## src/hdl/rst_wake_pkg.sv

```systemverilog
// Purpose: Shared constants and types for reset, wake and strap control
// Assumes: Single 40 MHz clock
// Notes: Pins are sampled as synchronous inputs
`default_nettype none
package rst_wake_pkg;
  // ----------------------------------------
  // Reset and strap constants
  // ----------------------------------------
  localparam int unsigned SYNC_STAGES = 2;
  localparam int unsigned POR_CYCLES = 16;
  localparam logic [4:0] POR_COUNT_RESET = 5'h00;
  localparam logic SPEED_STRAP_DEFAULT = 1'b1;
  localparam logic CROSSOVER_DEFAULT = 1'b0;

  // ----------------------------------------
  // Types
  // ----------------------------------------
  typedef enum logic [1:0] {
    PWR_RESET = 2'b00,
    PWR_WAIT_READ = 2'b01,
    PWR_ACTIVE = 2'b10,
    PWR_SLEEP = 2'b11
  } pwr_state_type;

  typedef struct packed {
    logic speed_100;
    logic full_duplex;
    logic autoneg_en;
    logic crossover_auto;
  } link_cfg_type;

  typedef struct packed {
    logic enable;
    logic active_high;
    logic open_drain;
  } wake_cfg_type;
endpackage
`default_nettype wire

```

## src/hdl/reset_wake_strap_control.sv

```systemverilog
// Purpose: Reset, wake and strap latching for an Ethernet controller
// Assumes: Host strobes are active low and synchronous to clk_i
// Notes: Wake event sources lie outside this block
`default_nettype none

module reset_wake_strap_control #(
  parameter int unsigned POR_CYCLES = rst_wake_pkg::POR_CYCLES
) (
  // Clock and reset
  input wire logic clk_i,
  input wire logic arst_n_i,
  input wire logic hard_reset_in_n_i,
  // Straps
  input wire logic speed_strap_i,
  input wire logic crossover_auto_enable_pin_i,
  // Host strobes
  input wire logic chip_select_in_n_i,
  input wire logic write_strobe_in_n_i,
  input wire logic read_strobe_n_i,
  // Power control
  input wire logic sleep_request_i,
  input wire logic wake_event_i,
  input wire rst_wake_pkg::wake_cfg_type wake_cfg_i,
  // Status
  output logic rst_n_o,
  output logic write_enable_o,
  output logic sleeping_o,
  output rst_wake_pkg::link_cfg_type link_cfg_o,
  // Wake pin
  output logic wake_indicator_out_o,
  output logic wake_indicator_out_oe_o
);
  rst_wake_pkg::pwr_state_type state, next_state;
  logic rst_n;
  logic strap_taken;
  logic wake_pending;

  // ----------------------------------------
  // Reset release
  // ----------------------------------------
  reset_sync #(
    .POR_CYCLES(POR_CYCLES)
  ) u_reset_sync (
    .clk_i(clk_i),
    .arst_n_i(arst_n_i),
    .hard_reset_in_n_i(hard_reset_in_n_i),
    .rst_n_o(rst_n)
  );

  // ----------------------------------------
  // Host cycle decode
  // ----------------------------------------
  wire host_write = !chip_select_in_n_i && !write_strobe_in_n_i;
  wire host_read = !chip_select_in_n_i && !read_strobe_n_i;

  always_comb begin
    next_state = state;
    unique case (state)
      rst_wake_pkg::PWR_RESET: next_state = rst_wake_pkg::PWR_WAIT_READ;
      rst_wake_pkg::PWR_WAIT_READ: begin
        if (host_read) begin
          next_state = rst_wake_pkg::PWR_ACTIVE;
        end
      end
      rst_wake_pkg::PWR_ACTIVE: begin
        if (sleep_request_i) begin
          next_state = rst_wake_pkg::PWR_SLEEP;
        end
      end
      rst_wake_pkg::PWR_SLEEP: begin
        if (host_write) begin
          next_state = rst_wake_pkg::PWR_WAIT_READ;
        end
      end
    endcase
  end

  // ----------------------------------------
  // State and straps
  // ----------------------------------------
  always_ff @(posedge clk_i or negedge rst_n) begin
    if (!rst_n) begin
      state <= rst_wake_pkg::PWR_RESET;
    end else begin
      state <= next_state;
    end
  end

  always_ff @(posedge clk_i or negedge rst_n) begin
    if (!rst_n) begin
      strap_taken <= 1'b0;
      link_cfg_o.speed_100 <= rst_wake_pkg::SPEED_STRAP_DEFAULT;
      link_cfg_o.full_duplex <= 1'b0;
      link_cfg_o.autoneg_en <= rst_wake_pkg::SPEED_STRAP_DEFAULT;
      link_cfg_o.crossover_auto <= rst_wake_pkg::CROSSOVER_DEFAULT;
    end else if (!strap_taken) begin
      strap_taken <= 1'b1;
      link_cfg_o.speed_100 <= speed_strap_i;
      link_cfg_o.full_duplex <= 1'b0;
      link_cfg_o.autoneg_en <= speed_strap_i;
      link_cfg_o.crossover_auto <= crossover_auto_enable_pin_i;
    end
  end

  // ----------------------------------------
  // Wake indicator
  // ----------------------------------------
  always_ff @(posedge clk_i or negedge rst_n) begin
    if (!rst_n) begin
      wake_pending <= 1'b0;
    end else if (wake_cfg_i.enable && wake_event_i && state == rst_wake_pkg::PWR_SLEEP) begin
      wake_pending <= 1'b1;
    end else if (state != rst_wake_pkg::PWR_SLEEP) begin
      wake_pending <= 1'b0;
    end
  end

  wake_pin_drive u_wake_pin_drive (
    .clk_i(clk_i),
    .rst_n_i(rst_n),
    .asserted_i(wake_pending),
    .cfg_i(wake_cfg_i),
    .pin_o(wake_indicator_out_o),
    .pin_oe_o(wake_indicator_out_oe_o)
  );

  // ----------------------------------------
  // Status outputs
  // ----------------------------------------
  always_ff @(posedge clk_i or negedge rst_n) begin
    if (!rst_n) begin
      rst_n_o <= 1'b0;
      write_enable_o <= 1'b0;
      sleeping_o <= 1'b0;
    end else begin
      rst_n_o <= 1'b1;
      write_enable_o <= (next_state == rst_wake_pkg::PWR_ACTIVE);
      sleeping_o <= (next_state == rst_wake_pkg::PWR_SLEEP);
    end
  end
endmodule
`default_nettype wire

```

## src/hdl/reset_sync.sv

```systemverilog
// Purpose: Power-on fallback and reset release synchroniser
// Assumes: hard_reset_in_n_i sampled on clk_i
// Notes: Release happens on one clock edge for all state
`default_nettype none
module reset_sync #(
  parameter int unsigned POR_CYCLES = rst_wake_pkg::POR_CYCLES
) (
  // Clock and reset
  input wire logic clk_i,
  input wire logic arst_n_i,
  // Reset pin
  input wire logic hard_reset_in_n_i,
  // Synchronised reset
  output logic rst_n_o
);
  logic [rst_wake_pkg::SYNC_STAGES-1:0] sync;
  logic [4:0] por_count;
  wire por_done = (por_count == 5'(POR_CYCLES));
  wire pin_released = sync[rst_wake_pkg::SYNC_STAGES-1];

  // ----------------------------------------
  // Synchroniser and power-on counter
  // ----------------------------------------
  always_ff @(posedge clk_i or negedge arst_n_i) begin
    if (!arst_n_i) begin
      sync <= '0;
      por_count <= rst_wake_pkg::POR_COUNT_RESET;
    end else begin
      sync <= {sync[rst_wake_pkg::SYNC_STAGES-2:0], hard_reset_in_n_i};
      if (!por_done) begin
        por_count <= por_count + 5'h01;
      end
    end
  end

  always_ff @(posedge clk_i or negedge arst_n_i) begin
    if (!arst_n_i) begin
      rst_n_o <= 1'b0;
    end else begin
      rst_n_o <= por_done & pin_released;
    end
  end
endmodule
`default_nettype wire

```

## src/hdl/wake_pin_drive.sv

```systemverilog
// Purpose: Wake indicator pin driver with polarity and driver style
// Assumes: Configuration held stable by software
// Notes: Open-drain drives only the low level, whichever polarity is set
`default_nettype none
module wake_pin_drive (
  // Clock and reset
  input wire logic clk_i,
  input wire logic rst_n_i,
  // Control
  input wire logic asserted_i,
  input wire rst_wake_pkg::wake_cfg_type cfg_i,
  // Pin
  output logic pin_o,
  output logic pin_oe_o
);
  wire level = asserted_i ~^ cfg_i.active_high;
  wire drive = cfg_i.open_drain ? (level == 1'b0) : 1'b1;

  always_ff @(posedge clk_i or negedge rst_n_i) begin
    if (!rst_n_i) begin
      pin_o <= 1'b0;
      pin_oe_o <= 1'b0;
    end else begin
      pin_o <= cfg_i.open_drain ? 1'b0 : level;
      pin_oe_o <= drive;
    end
  end
endmodule
`default_nettype wire

```

## config.mk

```make
export PLATFORM = sky130hd
export DESIGN_NAME = reset_wake_strap_control
export DESIGN_NICKNAME = d
export VERILOG_FILES = /design/src/hdl/rst_wake_pkg.sv /design/src/hdl/reset_wake_strap_control.sv /design/src/hdl/reset_sync.sv /design/src/hdl/wake_pin_drive.sv
export SDC_FILE = /design/constraint.sdc
export NUM_CORES = 1
export LEC_CHECK = 0
export BUFFER_PORTS_ARGS = -buffer_cell sky130_fd_sc_hd__buf_4
export CAP_MARGIN = 30
export CORE_MARGIN = 2
export CORE_UTILIZATION = 30
export CTS_BUF_LIST = sky130_fd_sc_hd__clkbuf_8
export DETAILED_ROUTE_END_ITERATION = 16
export GPL_TIMING_DRIVEN = 1
export HOLD_SLACK_MARGIN = 0.05
export PLACE_DENSITY = 0.49
export SLEW_MARGIN = 40
export SYNTH_ARGS = -nofsm -noshare
export SYNTH_HDL_FRONTEND = slang
export SYNTH_HIERARCHICAL = 1
export SYNTH_SLANG_ARGS = --single-unit
```

## constraint.sdc

```tcl
create_clock -name clk_i -period 0.8 [get_ports clk_i]
set_input_delay 0.2 -clock clk_i [delete_from_list [all_inputs] [get_ports clk_i]]
set_output_delay 0.2 -clock clk_i [all_outputs]
set_load 0.1 [all_outputs]
```

# After elaboration in Yosys (flattened, before gate mapping)
# Index checks and enable logic that the tools add are counted.
dict set report totals {
  regBits 18
  inputBits 13
  elab_cells 40
}
dict set report op_classes {
  add_sub_neg 1
  n_eq_ne 7
  muxes 8
  bitwise 3
  reduce_logical 9
}
# cell n
set ops {}
lappend ops {{== test 2 bit, second input constant} 4}
lappend ops {{one-hot mux 2 bit (4 select lines)} 1}
lappend ops {{2-to-1 mux 2 bit} 3}
lappend ops {{adder 5 x 1 -> 5 bit, second input constant} 1}
lappend ops {{== test 5 bit, second input constant} 1}
lappend ops {{logical AND 1 bit} 4}
lappend ops {{2-to-1 mux 1 bit} 4}
lappend ops {{zero test 1 bit} 3}
lappend ops {{== test 2 x 1 -> 1 bit, second input constant} 1}
lappend ops {{zero test 2 bit} 1}
lappend ops {{inequality test 2 bit, second input constant} 1}
lappend ops {{nonzero test 2 bit} 1}
lappend ops {{bitwise AND 1 bit} 1}
lappend ops {{inverter 1 bit} 1}
lappend ops {{XNOR 1 bit} 1}

# Logic depth before layout (Yosys ltp)
dict set report logic_depth {
  word_depth 5
  depth_mapped 4
  depth_no_buf 4
}

# Modules after synthesis
# The synthesis kept the hierarchy.
# mod instances cells_each area_each_um2
set modules_own_cells {}
lappend modules_own_cells {reset_sync 1 24 336.6}
lappend modules_own_cells {reset_wake_strap_control 1 24 317.8}
lappend modules_own_cells {wake_pin_drive 1 5 68.8}

# Worst setup path after synthesis
# Ideal clock, no wire load.
dict set report synth_path {
  path_type {register -> register}
  start {reg, netlist name rst_n_o}
  end {reg link_cfg_o[0] (netlist name)}
  setup_time_ps 126
  t_arrival_ps 1330
  required_ps 674
  path_slack_ps -655
  stages_incl_launch_ff 2
  path_buffers 0
  synth_period_minus_slack_ps 1455
  cell_sequence {dfrtp_1 > mux2_2}
}
# element line
set synth_lines {}
lappend synth_lines {{to (decl)} reset_wake_strap_control.sv:28} ;# output rst_wake_pkg::link_cfg_type link_cfg_o,

# Worst setup path after layout
dict set report layout_path {
  start {reg u_reset_sync.por_count[0]}
  end {reg u_reset_sync.por_count[1]}
}
dict set report layout_via {
  elab_chain_len 1
}
# element line
set layout_rtl {}
lappend layout_rtl {{from (decl)} reset_sync.sv:17} ;# logic [4:0] por_count;
lappend layout_rtl {{from (signal assigned)} reset_sync.sv:27} ;# por_count <= rst_wake_pkg::POR_COUNT_RESET;
lappend layout_rtl {{from (signal assigned)} reset_sync.sv:31} ;# por_count <= por_count + 5'h01;
lappend layout_rtl {{adder 5 x 1 -> 5 bit or == test 5 bit (tied branches)} {reset_sync.sv:31, reset_sync.sv:18}}
# Several ways; a longest one is shown, not always the timed one.
# A chain may end at the register's enable or synchronous reset.

==> flow_summary.toml <==
[cts]
insertion_delay_ps = 250
cts_tree = "built"
cts_root_buffer = "clkbuf_8"
clockBufferDepth = 2
cts.sinks = 18
cts_inserted_buffers = 3
cts.clk_slew.worst_paths_ps = 70
htree_levels = 1

[finish]
syn2layout_area_growth_pct = 81.1
nets = 106
multi_input_comb_area_um2 = 337
nFillCells = 195
fin_area_mm2 = 0.00131
diodes = 0
regArea_um2 = 478
layout-drive-gt1-share_pct = 67.8

[critical_path]
critPathMaxStageDelay_ps = 390
end_kind = "register"
critPathTopFamily = "flip-flops"
critical_path_class = "reg -> reg"
r2r_start = "u_reset_sync/por_count[0]$_DFFE_PN0P_"
cp.required_ps = 940
path_cells = "inv_1 > ha_2 > and4bb_4 > mux2_4"
crit_fanout = 2
cp_data_arrival_time_ps = 1440
reg2reg_depth = 4
cp_slowest_cell = "dfrtp_1"
reg2reg_slack_ps = -500
r2r_end = "u_reset_sync/por_count[1]$_DFFE_PN0P_"
critPathBufInv = 1
start_kind = "register"

[timing]
rsz0062_at_grt = "yes"
max_freq_mhz = 769
setup_ws_ps = -500
report.final.slew_viol_count = 0
fin_skew_ps = 3.43
setup_viol = 20
min_period_ps = 1300
finalHoldViolations = 0
period_share_pct = 163

[drt]
drc_errors = 0
vias_per_cell = 4.43
routed_wl_um = 1490
vias = 523
initialDrtViolationCount = 5
ant_nets = 0
first_pass_iters = 2
wl_per_cell_um = 12.7

[global_routing]
grt_pass1_wl_um = 2210
grt_usage_pct = 11.0
grt-ovfl-total = 0
grt_pass1_vias = 511
antenna_found_initial = 0
grt_max_degree = 11

[floorplan]
die_w_um = 53.1
die_area_mm2 = 0.00282
die_y_um = 53.1
ios = 22
initial_utilization_pct = 32.1
core_mm2 = 0.00225
rows = 17

[place]
post-place-ws_ps = -424
placed_area_um2 = 998
portBuffers = 20
gp_congestion = 0.668

[power_and_ir_drop]
leakage_nw = 0.599
p_comb_share_pct = 36.1
netSwitchingFraction_pct = 34.1
ir_worst_vdd_uv = 1360
p_int_w = 0.00196
power_frac_seq_pct = 39.1
p_clk_share_pct = 24.8
p_switching_w = 0.00102
powerDensity_mw_per_mm2 = 2270

[yosys]
synth_area_um2 = 723
synth_top_area_share_pct = 58.8
seq_area_frac_synth_pct = 62.5
yosys-top-cells-area = "dfrtp_1 59%, xnor2_1 4.8%, dfstp_2 3.6%"
postSynthCellCount = 53
synth_area_leader_cell = "dfrtp_1"
syn_area_per_cell_um2 = 13.6
ys_ff_latch = 18
synth_cell_types = 25
syn_nets = 68
yosys_warnings = 6

[hold_path]
hold_start = "wake_cfg_i[0]"
min_path_type = "in -> reg"
hold_depth = 2
min_to = "u_wake_pin_drive/pin_o$_DFF_PN0_"

[flow_run]
cap_violations = 0

[outcome]
violations = "negative setup slack"
status = "finished, violations left"
synthesized netlist by cell type:
| cell type | n |
|---|---|
| nor2b_1 | 1 |
| buf_4 | 2 |
| and3b_1 | 1 |
| inv_1 | 2 |
| dfrtp_1 | 17 |
| nand2_1 | 2 |
| mux2_4 | 1 |
| nor3b_1 | 1 |
| o211a_1 | 1 |
| nor4b_2 | 1 |
| nand3_1 | 2 |
| dfstp_2 | 1 |
| a21o_1 | 1 |
| a21oi_1 | 1 |
| or3b_1 | 1 |
| and3b_2 | 1 |
| nand2b_1 | 2 |
| mux2_2 | 2 |
| or2_2 | 1 |
| conb_1 | 2 |
| ha_1 | 2 |
| and4bb_4 | 1 |
| xnor2_1 | 4 |
| o21ai_0 | 1 |
| nor2_1 | 2 |
flip-flops by register name (all words and copies together), names as in the netlist:
name and flops:
link_cfg_o 2, rst_n_o 1, sleeping_o 1, state 2
u_reset_sync/por_count 5, u_reset_sync/rst_n_o 1, u_reset_sync/sync 2, u_wake_pin_drive/pin_o 1
u_wake_pin_drive/pin_oe_o 1, wake_pending 1, write_enable_o 1
routing by layer:
layer  vias to the layer above  track usage, %  part of all wire, %
li1                        246               -                    -
met1                       261            12.1                   39
met2                        14            21.0                   56
met3                         2           0.847                  2.3
met4                         0            5.13                  1.8
met5                         -               0                    0
worst max path at each step:
stage                                     startpoint                                    end  slack [ps]  cells after the start
2_1_floorplan  u_reset_sync/por_count[0]$_DFFE_PN0P_  u_reset_sync/por_count[1]$_DFFE_PN0P_        -450                      4
3_3_place_gp   u_reset_sync/por_count[0]$_DFFE_PN0P_  u_reset_sync/por_count[1]$_DFFE_PN0P_        -400                      4
3_5_place_dp   u_reset_sync/por_count[0]$_DFFE_PN0P_  u_reset_sync/por_count[1]$_DFFE_PN0P_        -420                      4
4_1_cts                    link_cfg_o[1]$_DFFE_PN1N_                          link_cfg_o[3]        -480                      1
5_1_grt        u_reset_sync/por_count[0]$_DFFE_PN0P_  u_reset_sync/por_count[1]$_DFFE_PN0P_        -540                      4
6_report       u_reset_sync/por_count[0]$_DFFE_PN0P_  u_reset_sync/por_count[1]$_DFFE_PN0P_        -500                      4
power by group through the flow:
stage | Combinational [W] | Sequential, W | Clock, W
finish | 0.00108 | 0.00116 | 0.000737
floorplan | 0.000211 | 0.00155 | 0
CTS | 0.00101 | 0.00116 | 0.000755
global route | 0.00112 | 0.00118 | 0.000795
detailed placement | 0.000827 | 0.00114 | 0
global placement | 0.000825 | 0.00113 | 0
what timing repair did:
action | 4_1_cts | 5_1_grt
pin swaps | 6 | 1
hold buffers | 1 | 1
buffers inserted | 1 | 3
setup endpoints to repair | 20 | 22
gates resized for setup | 36 | 9
endpoints found under the hold margin | 8 | 1
logic make-up after synthesis:
| group | count (synthesis) | synth area share, % |
|---|---|---|
| XOR/XNOR | 4 | 4.84 |
| buffers and inverters | 4 | 3.11 |
| AO/OA/AOI/OAI | 4 | 3.81 |
| other | 2 | 1.04 |
| multiplexers | 3 | 5.19 |
| adder cells (fa/ha/maj) | 2 | 3.46 |
| AND/OR/NAND/NOR | 16 | 16.1 |
| flip-flops | 18 | 62.5 |
placed cells by master (no fill, tap or decap), drive strengths merged, types with 2 or more instances in the layout:
| cell | netlist | routed |
|---|---|---|
| and3b | 2 | 2 |
| dfrtp | 17 | 17 |
| conb | 2 | 2 |
| ha | 2 | 2 |
| nand2b | 2 | 2 |
| buf | 2 | 33 |
| clkbuf | 0 | 4 |
| nor2 | 2 | 2 |
| inv | 2 | 2 |
| nand3 | 2 | 2 |
| xnor2 | 4 | 4 |
| nand2 | 2 | 2 |
| mux2 | 3 | 3 |
| dlygate4sd3 | 0 | 2 |
stage by stage:
stage	hold WS [ps]	std cells	utilization (%)	total power, W	TNS, ps
finish	101	118	58.1	0.00298	-5620
global route	101	118	58.1	0.00310	-6220
CTS	50.0	114	54.6	0.00293	-5270
detailed placement	25.9	108	44.3	0.00196	-3310
global placement	26.4	108	44.3	0.00196	-3260
floorplan	-95.6	53	-	0.00176	-2940
worst register-to-register path: stages (launching register included):
cell,delay [ps]
dfrtp_1,390
inv_1,80
ha_2,180
and4bb_4,250
mux2_4,290
final cells by class:
type	instances	share of cell area (%)
flip-flops and latches	18	36.5
multi-input cells	31	25.7
well taps	28	2.67
inverters	2	0.573
clock buffers	4	4.20
repair buffers	35	30.4
Note: power is estimated with default switching activity, not from simulation.
